[src/rtl/qsp_pkg.sv]
package qsp_pkg;
	// ====================================================
	// widths of the widest variant, 36-bit words, 9-bit lanes
	localparam int DATA_W = 36;
	localparam int LANE_W = 9;
	localparam int LANES = 4;
	localparam int ADDR_W = 20;
	localparam int WORDS = 1 << ADDR_W;
	// ====================================================
	// timing, one K or K-bar edge per clk_sys cycle
	localparam int CLK_PERIOD_NS = 100;
	localparam int K_PERIOD_NS = 200;
	localparam int K_PERIOD_CYC = K_PERIOD_NS / CLK_PERIOD_NS;
	localparam int LAT_PLL_ON = 3;
	localparam int LAT_PLL_OFF = 2;
	localparam int RD_PIPE = 3;
	localparam int RSP_PIPE = 5;
	// ====================================================
	// request queue
	localparam int FIFO_DEPTH = 16;
	localparam int WREQ_W = ADDR_W + 2 * DATA_W + 2 * LANES;
	// ====================================================
	// reset values
	localparam logic [LANES-1:0] MASK_IDLE = 4'hF;
	localparam logic [DATA_W-1:0] DATA_ZERO = 36'h0;
	localparam logic [ADDR_W-1:0] ADDR_ZERO = 20'h0;
endpackage

[src/rtl/qsp_link_if.sv]
`timescale 1ns/100ps
interface qsp_link_if;
	import qsp_pkg::*;
	logic k_rise;
	logic kn_rise;
	logic c_rise;
	logic cn_rise;
	logic single_clock_mode;
	logic pll_disable_n;
	logic read_port_select_n;
	logic write_port_select_n;
	logic [ADDR_W-1:0] addr;
	logic [DATA_W-1:0] d;
	logic [LANES-1:0] byte_lane_write_mask_n;
	logic [DATA_W-1:0] q;
	logic q_oe_n;
	logic echo_clock;
	logic echo_clock_n;
	modport device(
		input k_rise, kn_rise, c_rise, cn_rise, single_clock_mode, pll_disable_n,
		input read_port_select_n, write_port_select_n, addr, d, byte_lane_write_mask_n,
		output q, q_oe_n, echo_clock, echo_clock_n
	);
	modport host(
		output k_rise, kn_rise, c_rise, cn_rise, single_clock_mode, pll_disable_n,
		output read_port_select_n, write_port_select_n, addr, d, byte_lane_write_mask_n,
		input q, q_oe_n, echo_clock, echo_clock_n
	);
endinterface

[src/rtl/qsp_fifo.sv]
`timescale 1ns/100ps
module qsp_fifo #(
	parameter int WIDTH = 8,
	parameter int DEPTH = 16
) (
	input wire logic clk_sys,
	input wire logic reset_n,
	input wire logic in_valid,
	output logic in_ready,
	input wire logic [WIDTH-1:0] in_data,
	output logic out_valid,
	input wire logic out_ready,
	output logic [WIDTH-1:0] out_data
);
	localparam int AW = $clog2(DEPTH);
	typedef struct packed {
		logic [AW-1:0] rd;
		logic [AW-1:0] wr;
		logic [AW:0] cnt;
	} qsp_fifo_t;
	qsp_fifo_t st, next_st;
	logic [WIDTH-1:0] mem [DEPTH];
	logic push;
	logic pop;
	assign in_ready = st.cnt != (AW+1)'(DEPTH);
	assign out_valid = st.cnt != '0;
	assign out_data = mem[st.rd];
	assign push = in_valid && in_ready;
	assign pop = out_valid && out_ready;
	always_comb begin
		next_st = st;
		if (push) begin
			next_st.wr = st.wr + 1'b1;
		end
		if (pop) begin
			next_st.rd = st.rd + 1'b1;
		end
		next_st.cnt = st.cnt + (AW+1)'(push) - (AW+1)'(pop);
	end
	always_ff @(posedge clk_sys or negedge reset_n) begin
		if (!reset_n) begin
			st <= '0;
		end else begin
			st <= next_st;
		end
	end
	always_ff @(posedge clk_sys) begin
		if (push) begin
			mem[st.wr] <= in_data;
		end
	end
endmodule

[src/rtl/qsp_host_end.sv]
`timescale 1ns/100ps
module qsp_host_end
	import qsp_pkg::*;
(
	input wire logic clk_sys,
	input wire logic reset_n,
	qsp_link_if.host link,
	input wire logic cfg_single_clock,
	input wire logic cfg_pll_disable_n,
	input wire logic wr_valid,
	output logic wr_ready,
	input wire logic [ADDR_W-1:0] wr_addr,
	input wire logic [DATA_W-1:0] wr_data0,
	input wire logic [DATA_W-1:0] wr_data1,
	input wire logic [LANES-1:0] wr_mask0_n,
	input wire logic [LANES-1:0] wr_mask1_n,
	input wire logic rd_valid,
	output logic rd_ready,
	input wire logic [ADDR_W-1:0] rd_addr,
	output logic rsp_valid,
	output logic [DATA_W-1:0] rsp_data0,
	output logic [DATA_W-1:0] rsp_data1
);
	typedef struct packed {
		logic phase;
		logic rps_n;
		logic wps_n;
		logic [ADDR_W-1:0] addr;
		logic [DATA_W-1:0] d;
		logic [LANES-1:0] mask_n;
		logic wr_hold;
		logic [ADDR_W-1:0] hold_addr;
		logic [DATA_W-1:0] hold_d;
		logic [LANES-1:0] hold_mask_n;
		logic [RSP_PIPE-1:0] rd_sh;
		logic rsp_valid;
		logic [DATA_W-1:0] rsp0;
		logic [DATA_W-1:0] rsp1;
	} qsp_host_t;
	qsp_host_t st, next_st;
	logic q_valid;
	logic q_ready;
	logic [WREQ_W-1:0] q_data;
	logic [2:0] lat;
	// ====================================================
	// write queue; drains only once per K period
	qsp_fifo #(
		.WIDTH(WREQ_W),
		.DEPTH(FIFO_DEPTH)
	) u_wq (
		.clk_sys(clk_sys),
		.reset_n(reset_n),
		.in_valid(wr_valid),
		.in_ready(wr_ready),
		.in_data({wr_addr, wr_data0, wr_data1, wr_mask0_n, wr_mask1_n}),
		.out_valid(q_valid),
		.out_ready(q_ready),
		.out_data(q_data)
	);
	assign q_ready = st.phase;
	assign rd_ready = st.phase;
	assign lat = cfg_pll_disable_n ? 3'(LAT_PLL_ON) : 3'(LAT_PLL_OFF);
	// ====================================================
	// link drive
	assign link.k_rise = !st.phase;
	assign link.kn_rise = st.phase;
	assign link.c_rise = !st.phase;
	assign link.cn_rise = st.phase;
	assign link.single_clock_mode = cfg_single_clock;
	assign link.pll_disable_n = cfg_pll_disable_n;
	assign link.read_port_select_n = st.rps_n;
	assign link.write_port_select_n = st.wps_n;
	assign link.addr = st.addr;
	assign link.d = st.d;
	assign link.byte_lane_write_mask_n = st.mask_n;
	assign rsp_valid = st.rsp_valid;
	assign rsp_data0 = st.rsp0;
	assign rsp_data1 = st.rsp1;
	always_comb begin
		next_st = st;
		next_st.phase = !st.phase;
		next_st.rsp_valid = 1'b0;
		next_st.rd_sh = {st.rd_sh[RSP_PIPE-2:0], !st.phase && !st.rps_n};
		if (st.phase) begin
			// next cycle is a K rise: commands, read address, first word
			next_st.rps_n = !rd_valid; // see RULE_15
			next_st.addr = rd_valid ? rd_addr : st.addr; // see RULE_09
			next_st.wps_n = !q_valid; // see RULE_02
			next_st.mask_n = MASK_IDLE;
			next_st.wr_hold = q_valid;
			if (q_valid) begin
				next_st.d = q_data[WREQ_W-ADDR_W-1 -: DATA_W];
				next_st.mask_n = q_data[2*LANES-1 -: LANES]; // see RULE_08
				next_st.hold_addr = q_data[WREQ_W-1 -: ADDR_W];
				next_st.hold_d = q_data[2*LANES +: DATA_W];
				next_st.hold_mask_n = q_data[LANES-1:0];
			end
		end else begin
			// next cycle is a K-bar rise: write address, second word
			next_st.rps_n = 1'b1;
			next_st.wps_n = 1'b1;
			next_st.mask_n = st.wr_hold ? st.hold_mask_n : MASK_IDLE; // see RULE_08
			if (st.wr_hold) begin
				next_st.addr = st.hold_addr; // see RULE_09
				next_st.d = st.hold_d;
			end
		end
		// words arrive lat and lat+1 cycles after the K rise of the read
		if (st.rd_sh[lat-3'd1]) begin
			next_st.rsp0 = link.q;
		end
		if (st.rd_sh[lat]) begin
			next_st.rsp1 = link.q; // see RULE_17
			next_st.rsp_valid = 1'b1;
		end
	end
	always_ff @(posedge clk_sys or negedge reset_n) begin
		if (!reset_n) begin
			st <= '0;
			st.rps_n <= 1'b1;
			st.wps_n <= 1'b1;
			st.mask_n <= MASK_IDLE;
			st.hold_mask_n <= MASK_IDLE;
		end else begin
			st <= next_st;
		end
	end
endmodule

[src/flat_wrapper.sv]
// flat-port wrapper written by rule: the top's interface ports become plain ports
module qsp_host_end_flat import qsp_pkg::*;
  (clk_sys, reset_n, cfg_single_clock, cfg_pll_disable_n, wr_valid, wr_ready, wr_addr, wr_data0, wr_data1, wr_mask0_n, wr_mask1_n, rd_valid, rd_ready, rd_addr, rsp_valid, rsp_data0, rsp_data1, link_k_rise, link_kn_rise, link_c_rise, link_cn_rise, link_single_clock_mode, link_pll_disable_n, link_read_port_select_n, link_write_port_select_n, link_addr, link_d, link_byte_lane_write_mask_n, link_q, link_q_oe_n, link_echo_clock, link_echo_clock_n);
  qsp_link_if link_i ();
  input wire logic clk_sys;
  input wire logic reset_n;
  input wire logic cfg_single_clock;
  input wire logic cfg_pll_disable_n;
  input wire logic wr_valid;
  output logic wr_ready;
  input wire logic [ADDR_W-1:0] wr_addr;
  input wire logic [DATA_W-1:0] wr_data0;
  input wire logic [DATA_W-1:0] wr_data1;
  input wire logic [LANES-1:0] wr_mask0_n;
  input wire logic [LANES-1:0] wr_mask1_n;
  input wire logic rd_valid;
  output logic rd_ready;
  input wire logic [ADDR_W-1:0] rd_addr;
  output logic rsp_valid;
  output logic [DATA_W-1:0] rsp_data0;
  output logic [DATA_W-1:0] rsp_data1;
  output wire logic [$bits(link_i.k_rise)-1:0] link_k_rise;
  output wire logic [$bits(link_i.kn_rise)-1:0] link_kn_rise;
  output wire logic [$bits(link_i.c_rise)-1:0] link_c_rise;
  output wire logic [$bits(link_i.cn_rise)-1:0] link_cn_rise;
  output wire logic [$bits(link_i.single_clock_mode)-1:0] link_single_clock_mode;
  output wire logic [$bits(link_i.pll_disable_n)-1:0] link_pll_disable_n;
  output wire logic [$bits(link_i.read_port_select_n)-1:0] link_read_port_select_n;
  output wire logic [$bits(link_i.write_port_select_n)-1:0] link_write_port_select_n;
  output wire logic [$bits(link_i.addr)-1:0] link_addr;
  output wire logic [$bits(link_i.d)-1:0] link_d;
  output wire logic [$bits(link_i.byte_lane_write_mask_n)-1:0] link_byte_lane_write_mask_n;
  input wire logic [$bits(link_i.q)-1:0] link_q;
  input wire logic [$bits(link_i.q_oe_n)-1:0] link_q_oe_n;
  input wire logic [$bits(link_i.echo_clock)-1:0] link_echo_clock;
  input wire logic [$bits(link_i.echo_clock_n)-1:0] link_echo_clock_n;
  assign link_k_rise = link_i.k_rise;
  assign link_kn_rise = link_i.kn_rise;
  assign link_c_rise = link_i.c_rise;
  assign link_cn_rise = link_i.cn_rise;
  assign link_single_clock_mode = link_i.single_clock_mode;
  assign link_pll_disable_n = link_i.pll_disable_n;
  assign link_read_port_select_n = link_i.read_port_select_n;
  assign link_write_port_select_n = link_i.write_port_select_n;
  assign link_addr = link_i.addr;
  assign link_d = link_i.d;
  assign link_byte_lane_write_mask_n = link_i.byte_lane_write_mask_n;
  assign link_i.q = link_q;
  assign link_i.q_oe_n = link_q_oe_n;
  assign link_i.echo_clock = link_echo_clock;
  assign link_i.echo_clock_n = link_echo_clock_n;
  qsp_host_end u_core (.clk_sys(clk_sys), .reset_n(reset_n), .link(link_i), .cfg_single_clock(cfg_single_clock), .cfg_pll_disable_n(cfg_pll_disable_n), .wr_valid(wr_valid), .wr_ready(wr_ready), .wr_addr(wr_addr), .wr_data0(wr_data0), .wr_data1(wr_data1), .wr_mask0_n(wr_mask0_n), .wr_mask1_n(wr_mask1_n), .rd_valid(rd_valid), .rd_ready(rd_ready), .rd_addr(rd_addr), .rsp_valid(rsp_valid), .rsp_data0(rsp_data0), .rsp_data1(rsp_data1));
endmodule
[config.mk]
export PLATFORM = sky130hd
export DESIGN_NAME = qsp_host_end_flat
export DESIGN_NICKNAME = d
export VERILOG_FILES = /design/src/rtl/qsp_pkg.sv /design/src/rtl/qsp_link_if.sv /design/src/rtl/qsp_fifo.sv /design/src/rtl/qsp_host_end.sv /design/src/flat_wrapper.sv
export SDC_FILE = /design/constraint.sdc
export NUM_CORES = 2
export LEC_CHECK = 0
export CORE_ASPECT_RATIO = 1.4
export CORE_MARGIN = 10
export CORE_UTILIZATION = 31
export DETAILED_ROUTE_END_ITERATION = 12
export DONT_BUFFER_PORTS = 1
export HOLD_SLACK_MARGIN = 0.1
export RECOVER_POWER = 100
export SLEW_MARGIN = 20
export SYNTH_ARGS = -nofsm -noshare
export SYNTH_HDL_FRONTEND = slang
export SYNTH_HIERARCHICAL = 1
export SYNTH_SLANG_ARGS = --single-unit
export TNS_END_PERCENT = 5
[constraint.sdc]
create_clock -name clk_sys -period 8.2 [get_ports clk_sys]
set_input_delay 0.41 -clock clk_sys [delete_from_list [all_inputs] [get_ports clk_sys]]
set_output_delay 0.41 -clock clk_sys [all_outputs]
set_load 0.05 [all_outputs]
==> results.json <==
{
  "cp-start-kind": "flip-flop",
  "p_comb_frac": 0.262,
  "cp-startpoint": "u_core/u_wq/st[2]",
  "pre_cts_ws_ns": 3.58,
  "power.net_switching_w": 0.00935,
  "n_fill_cell": 21200,
  "clock_latency_ns": 0.82,
  "arrival_ns": 6.43,
  "worst_setup_path_end_kind": "flip-flop",
  "slew_headroom": -2.02,
  "grtUsageTotal": 0.140,
  "p_seq_frac": 0.456,
  "dr.pass1.iters": 5,
  "power_density_nw_per_um2": 349,
  "synth_area_sq_um": 71600,
  "place_congestion": 0.707,
  "core_sq_um": 230000,
  "crit_chain": "inv_1 > ha_1 > nand4bb_1 > and2_0 > nand2_1 > nor2_4 > clkbuf_1 > buf_4",
  "yosys.cell_count.top_type": "edfxtp_1",
  "synth_edf_count": 1600,
  "placed_area_sq_um": 73900,
  "synth_warnings": 6,
  "reg2reg_depth": 8,
  "ant_nets": 0,
  "regArea_sq_um": 53400,
  "clkSinkCount": 1814,
  "min_to": "u_core/link.addr[16]",
  "async_reset_ff_frac": 0.118,
  "cts_tree": "built",
  "grt_overflow": 0,
  "tightest_slew_ns": 4.53,
  "finalCriticalPeriod_ns": 6.05,
  "ir_drop_uv": 287,
  "synthesis.instances": 3641,
  "hpwl_um": 96300,
  "finalHoldViolations": 0,
  "p_leak_nw": 27.3,
  "cts_buffers": 174,
  "violations": "capacitance limit, slew limit",
  "yosysUniqueCellTypes": 37,
  "min_path_cells": 3,
  "grt_pass1_wl_um": 262000,
  "final_net_count": 3899,
  "path_max_fanout": 45,
  "swShare": 0.331,
  "fin_crit_sh": 0.737,
  "drive_gt1_frac": 0.154,
  "ios": 308,
  "p_clk_frac": 0.282,
  "ctsLongestPathBuffers": 4,
  "synth.area.top_cells": "edfxtp_1, mux2i_1, dfrtp_1, mux4_2, a221oi_1",
  "initial_utilization": 0.312,
  "synth_ff_type": "edfxtp_1",
  "die_area_sq_um": 251000,
  "grt_pass1_vias": 36200,
  "die_h_um": 589,
  "grt_max_degree": 215,
  "syn-num-nets": 3818,
  "yosysSeqAreaShare": 0.746,
  "dr_total_vias": 34700,
  "cap_violations": 36,
  "min_path_type": "primary input to flip-flop",
  "p_int_w": 0.0189,
  "cts_resized": 0,
  "htree_levels": 4,
  "routed_wl_um": 181000,
  "drc_errors": 0,
  "clock_skew_ns": 0.0637,
  "multi_input_area_sq_um": 15600,
  "std_cell_rows": 208,
  "maxSlewViolCount": 1056,
  "worstHoldStart": "rd_valid",
  "fmax_mhz": 165,
  "die_w_um": 426,
  "final_area_sq_um": 80800,
  "avgRoutedWirePerCell_um": 26.2,
  "antenna_found_initial": 42,
  "vias_per_cell": 5.02,
  "cp.required_ns": 8.58,
  "critPathMaxStageDelay_ns": 2.10,
  "fin_setup_tns_ns": 0,
  "status": "finished with violations",
  "synth_area_per_cell_sq_um": 19.7,
  "syn_to_final_growth_pct": 12.8,
  "crit_slowest_cell": "clkbuf_1",
  "r2r_slack_ns": 2.15,
  "portBuffers": 0,
  "power.total_w": 0.0282,
  "setup_viol_count_final": 0,
  "dr.first_iter.drc_count": 2890,
  "yosys.area.top_type": "edfxtp_1",
  "timing.rr.start": "u_core/u_wq/st[2]",
  "worstSetupPathType": "flip-flop to flip-flop",
  "netlist.area_leader.share": 0.671,
  "rr_endpoint": "u_core/u_wq/mem[7][85]",
  "synth_seq_cells": 1814,
  "yosys-top-cells-count": "edfxtp_1, mux2i_1, dfrtp_1",
  "clk_pin_slew_ns": 0.06,
  "cts_root_buffer": "clkbuf_16",
  "fin_ws_ns": 2.15,
  "rsz0062_at_grt": "no"
}
## logic make-up after synthesis
| family | share of synthesized area |
|---|---|
| compound gates | 0.0428 |
| simple gates | 0.00790 |
| mux | 0.167 |
| xor+xnor | 0.00122 |
| buf+inv | 0.0331 |
| flops | 0.746 |
| fa+ha+maj | 0.00220 |
## sequential cells by signal (all words and copies together), names as in the netlist
name	cells
u_core/u_wq/mem	1600
u_core/rsp_data0	36
u_core/rsp_data1	36
u_core/u_wq/st	13
u_core/st	61
u_core/link.read_port_select_n	1
u_core/rsp_valid	1
u_core/link.byte_lane_write_mask_n	4
u_core/link.write_port_select_n	1
u_core/link.addr	20
u_core/link.cn_rise	1
u_core/link.d	36
u_core/next_st	4
## how the worst max path moves through the flow
stage,depth (start not counted),slack [ns],endpoint
after floorplan,7,-0.88,u_core/u_wq/mem[0][0]
after global placement,8,3.59,u_core/u_wq/mem[3][6]
after detailed placement,8,3.58,u_core/u_wq/mem[3][4]
after CTS,8,3.57,u_core/u_wq/mem[3][95]
after global routing,7,1.74,u_core/u_wq/mem[14][78]
final,8,2.15,u_core/u_wq/mem[7][85]
## critical path: cells and delay by family (launching register included)
family | cells | cell delay (ns)
buffers and inverters | 3 | 3.20
AND/OR/NAND/NOR | 4 | 1.81
flip-flops | 1 | 0.35
adder cells (fa/ha/maj) | 1 | 0.20
## per-layer routing
layer  global-route usage  wire length [um]  vias to the layer above
met1                0.175             72600                    18500
met3               0.0294             11900                      292
met5                    0               172                        -
li1                     -                 -                    14800
met2                0.244             91700                     1040
met4               0.0401              4800                       30
## metrics by stage
stage / std cells / utilization / hold WS, ns
floorplan: 3641 / - / 0.114
global placement: 6424 / 0.322 / 0.142
detailed placement: 6424 / 0.322 / 0.141
CTS: 6901 / 0.354 / 0.118
global route: 6906 / 0.352 / 0.152
finish: 6912 / 0.352 / 0.148
## power groups by stage
| stage | registers [W] | logic, W | clock network (W) |
|---|---|---|---|
| final | 0.0129 | 0.00741 | 0.00796 |
| after global routing | 0.0130 | 0.00803 | 0.00847 |
| after CTS | 0.0129 | 0.00757 | 0.00814 |
| after detailed placement | 0.0131 | 0.00733 | 0 |
| after global placement | 0.0130 | 0.00726 | 0 |
| after floorplan | 0.0119 | 0.00662 | 0 |
## layout make-up
cell class                      count  area share
Sequential cell                  1814       0.661
Multi-Input combinational cell   1473       0.194
Clock inverter                     83      0.0109
Antenna cell                        9    0.000279
Timing Repair Buffer              245      0.0281
Clock buffer                      229      0.0582
Inverter                           14    0.000712
Tap cell                         3045      0.0471
## cells in the final DEF (no fill, tap or decap), drive strengths merged, types with 100 or more instances in the layout
| cell | n |
|---|---|
| a221oi | 200 |
| a22oi | 100 |
| clkbuf | 258 |
| dfrtp | 204 |
| dlygate4sd3 | 163 |
| edfxtp | 1600 |
| mux2 | 133 |
| mux2i | 570 |
| mux4 | 200 |
| nand2 | 110 |
| o21ai | 101 |
## repair_timing
action | in CTS | in global routing
hold buffers | 165 | 0
buffers inserted | 0 | 0
hold endpoints to repair | 1909 | 0
Power figures use the tool's default switching activity.
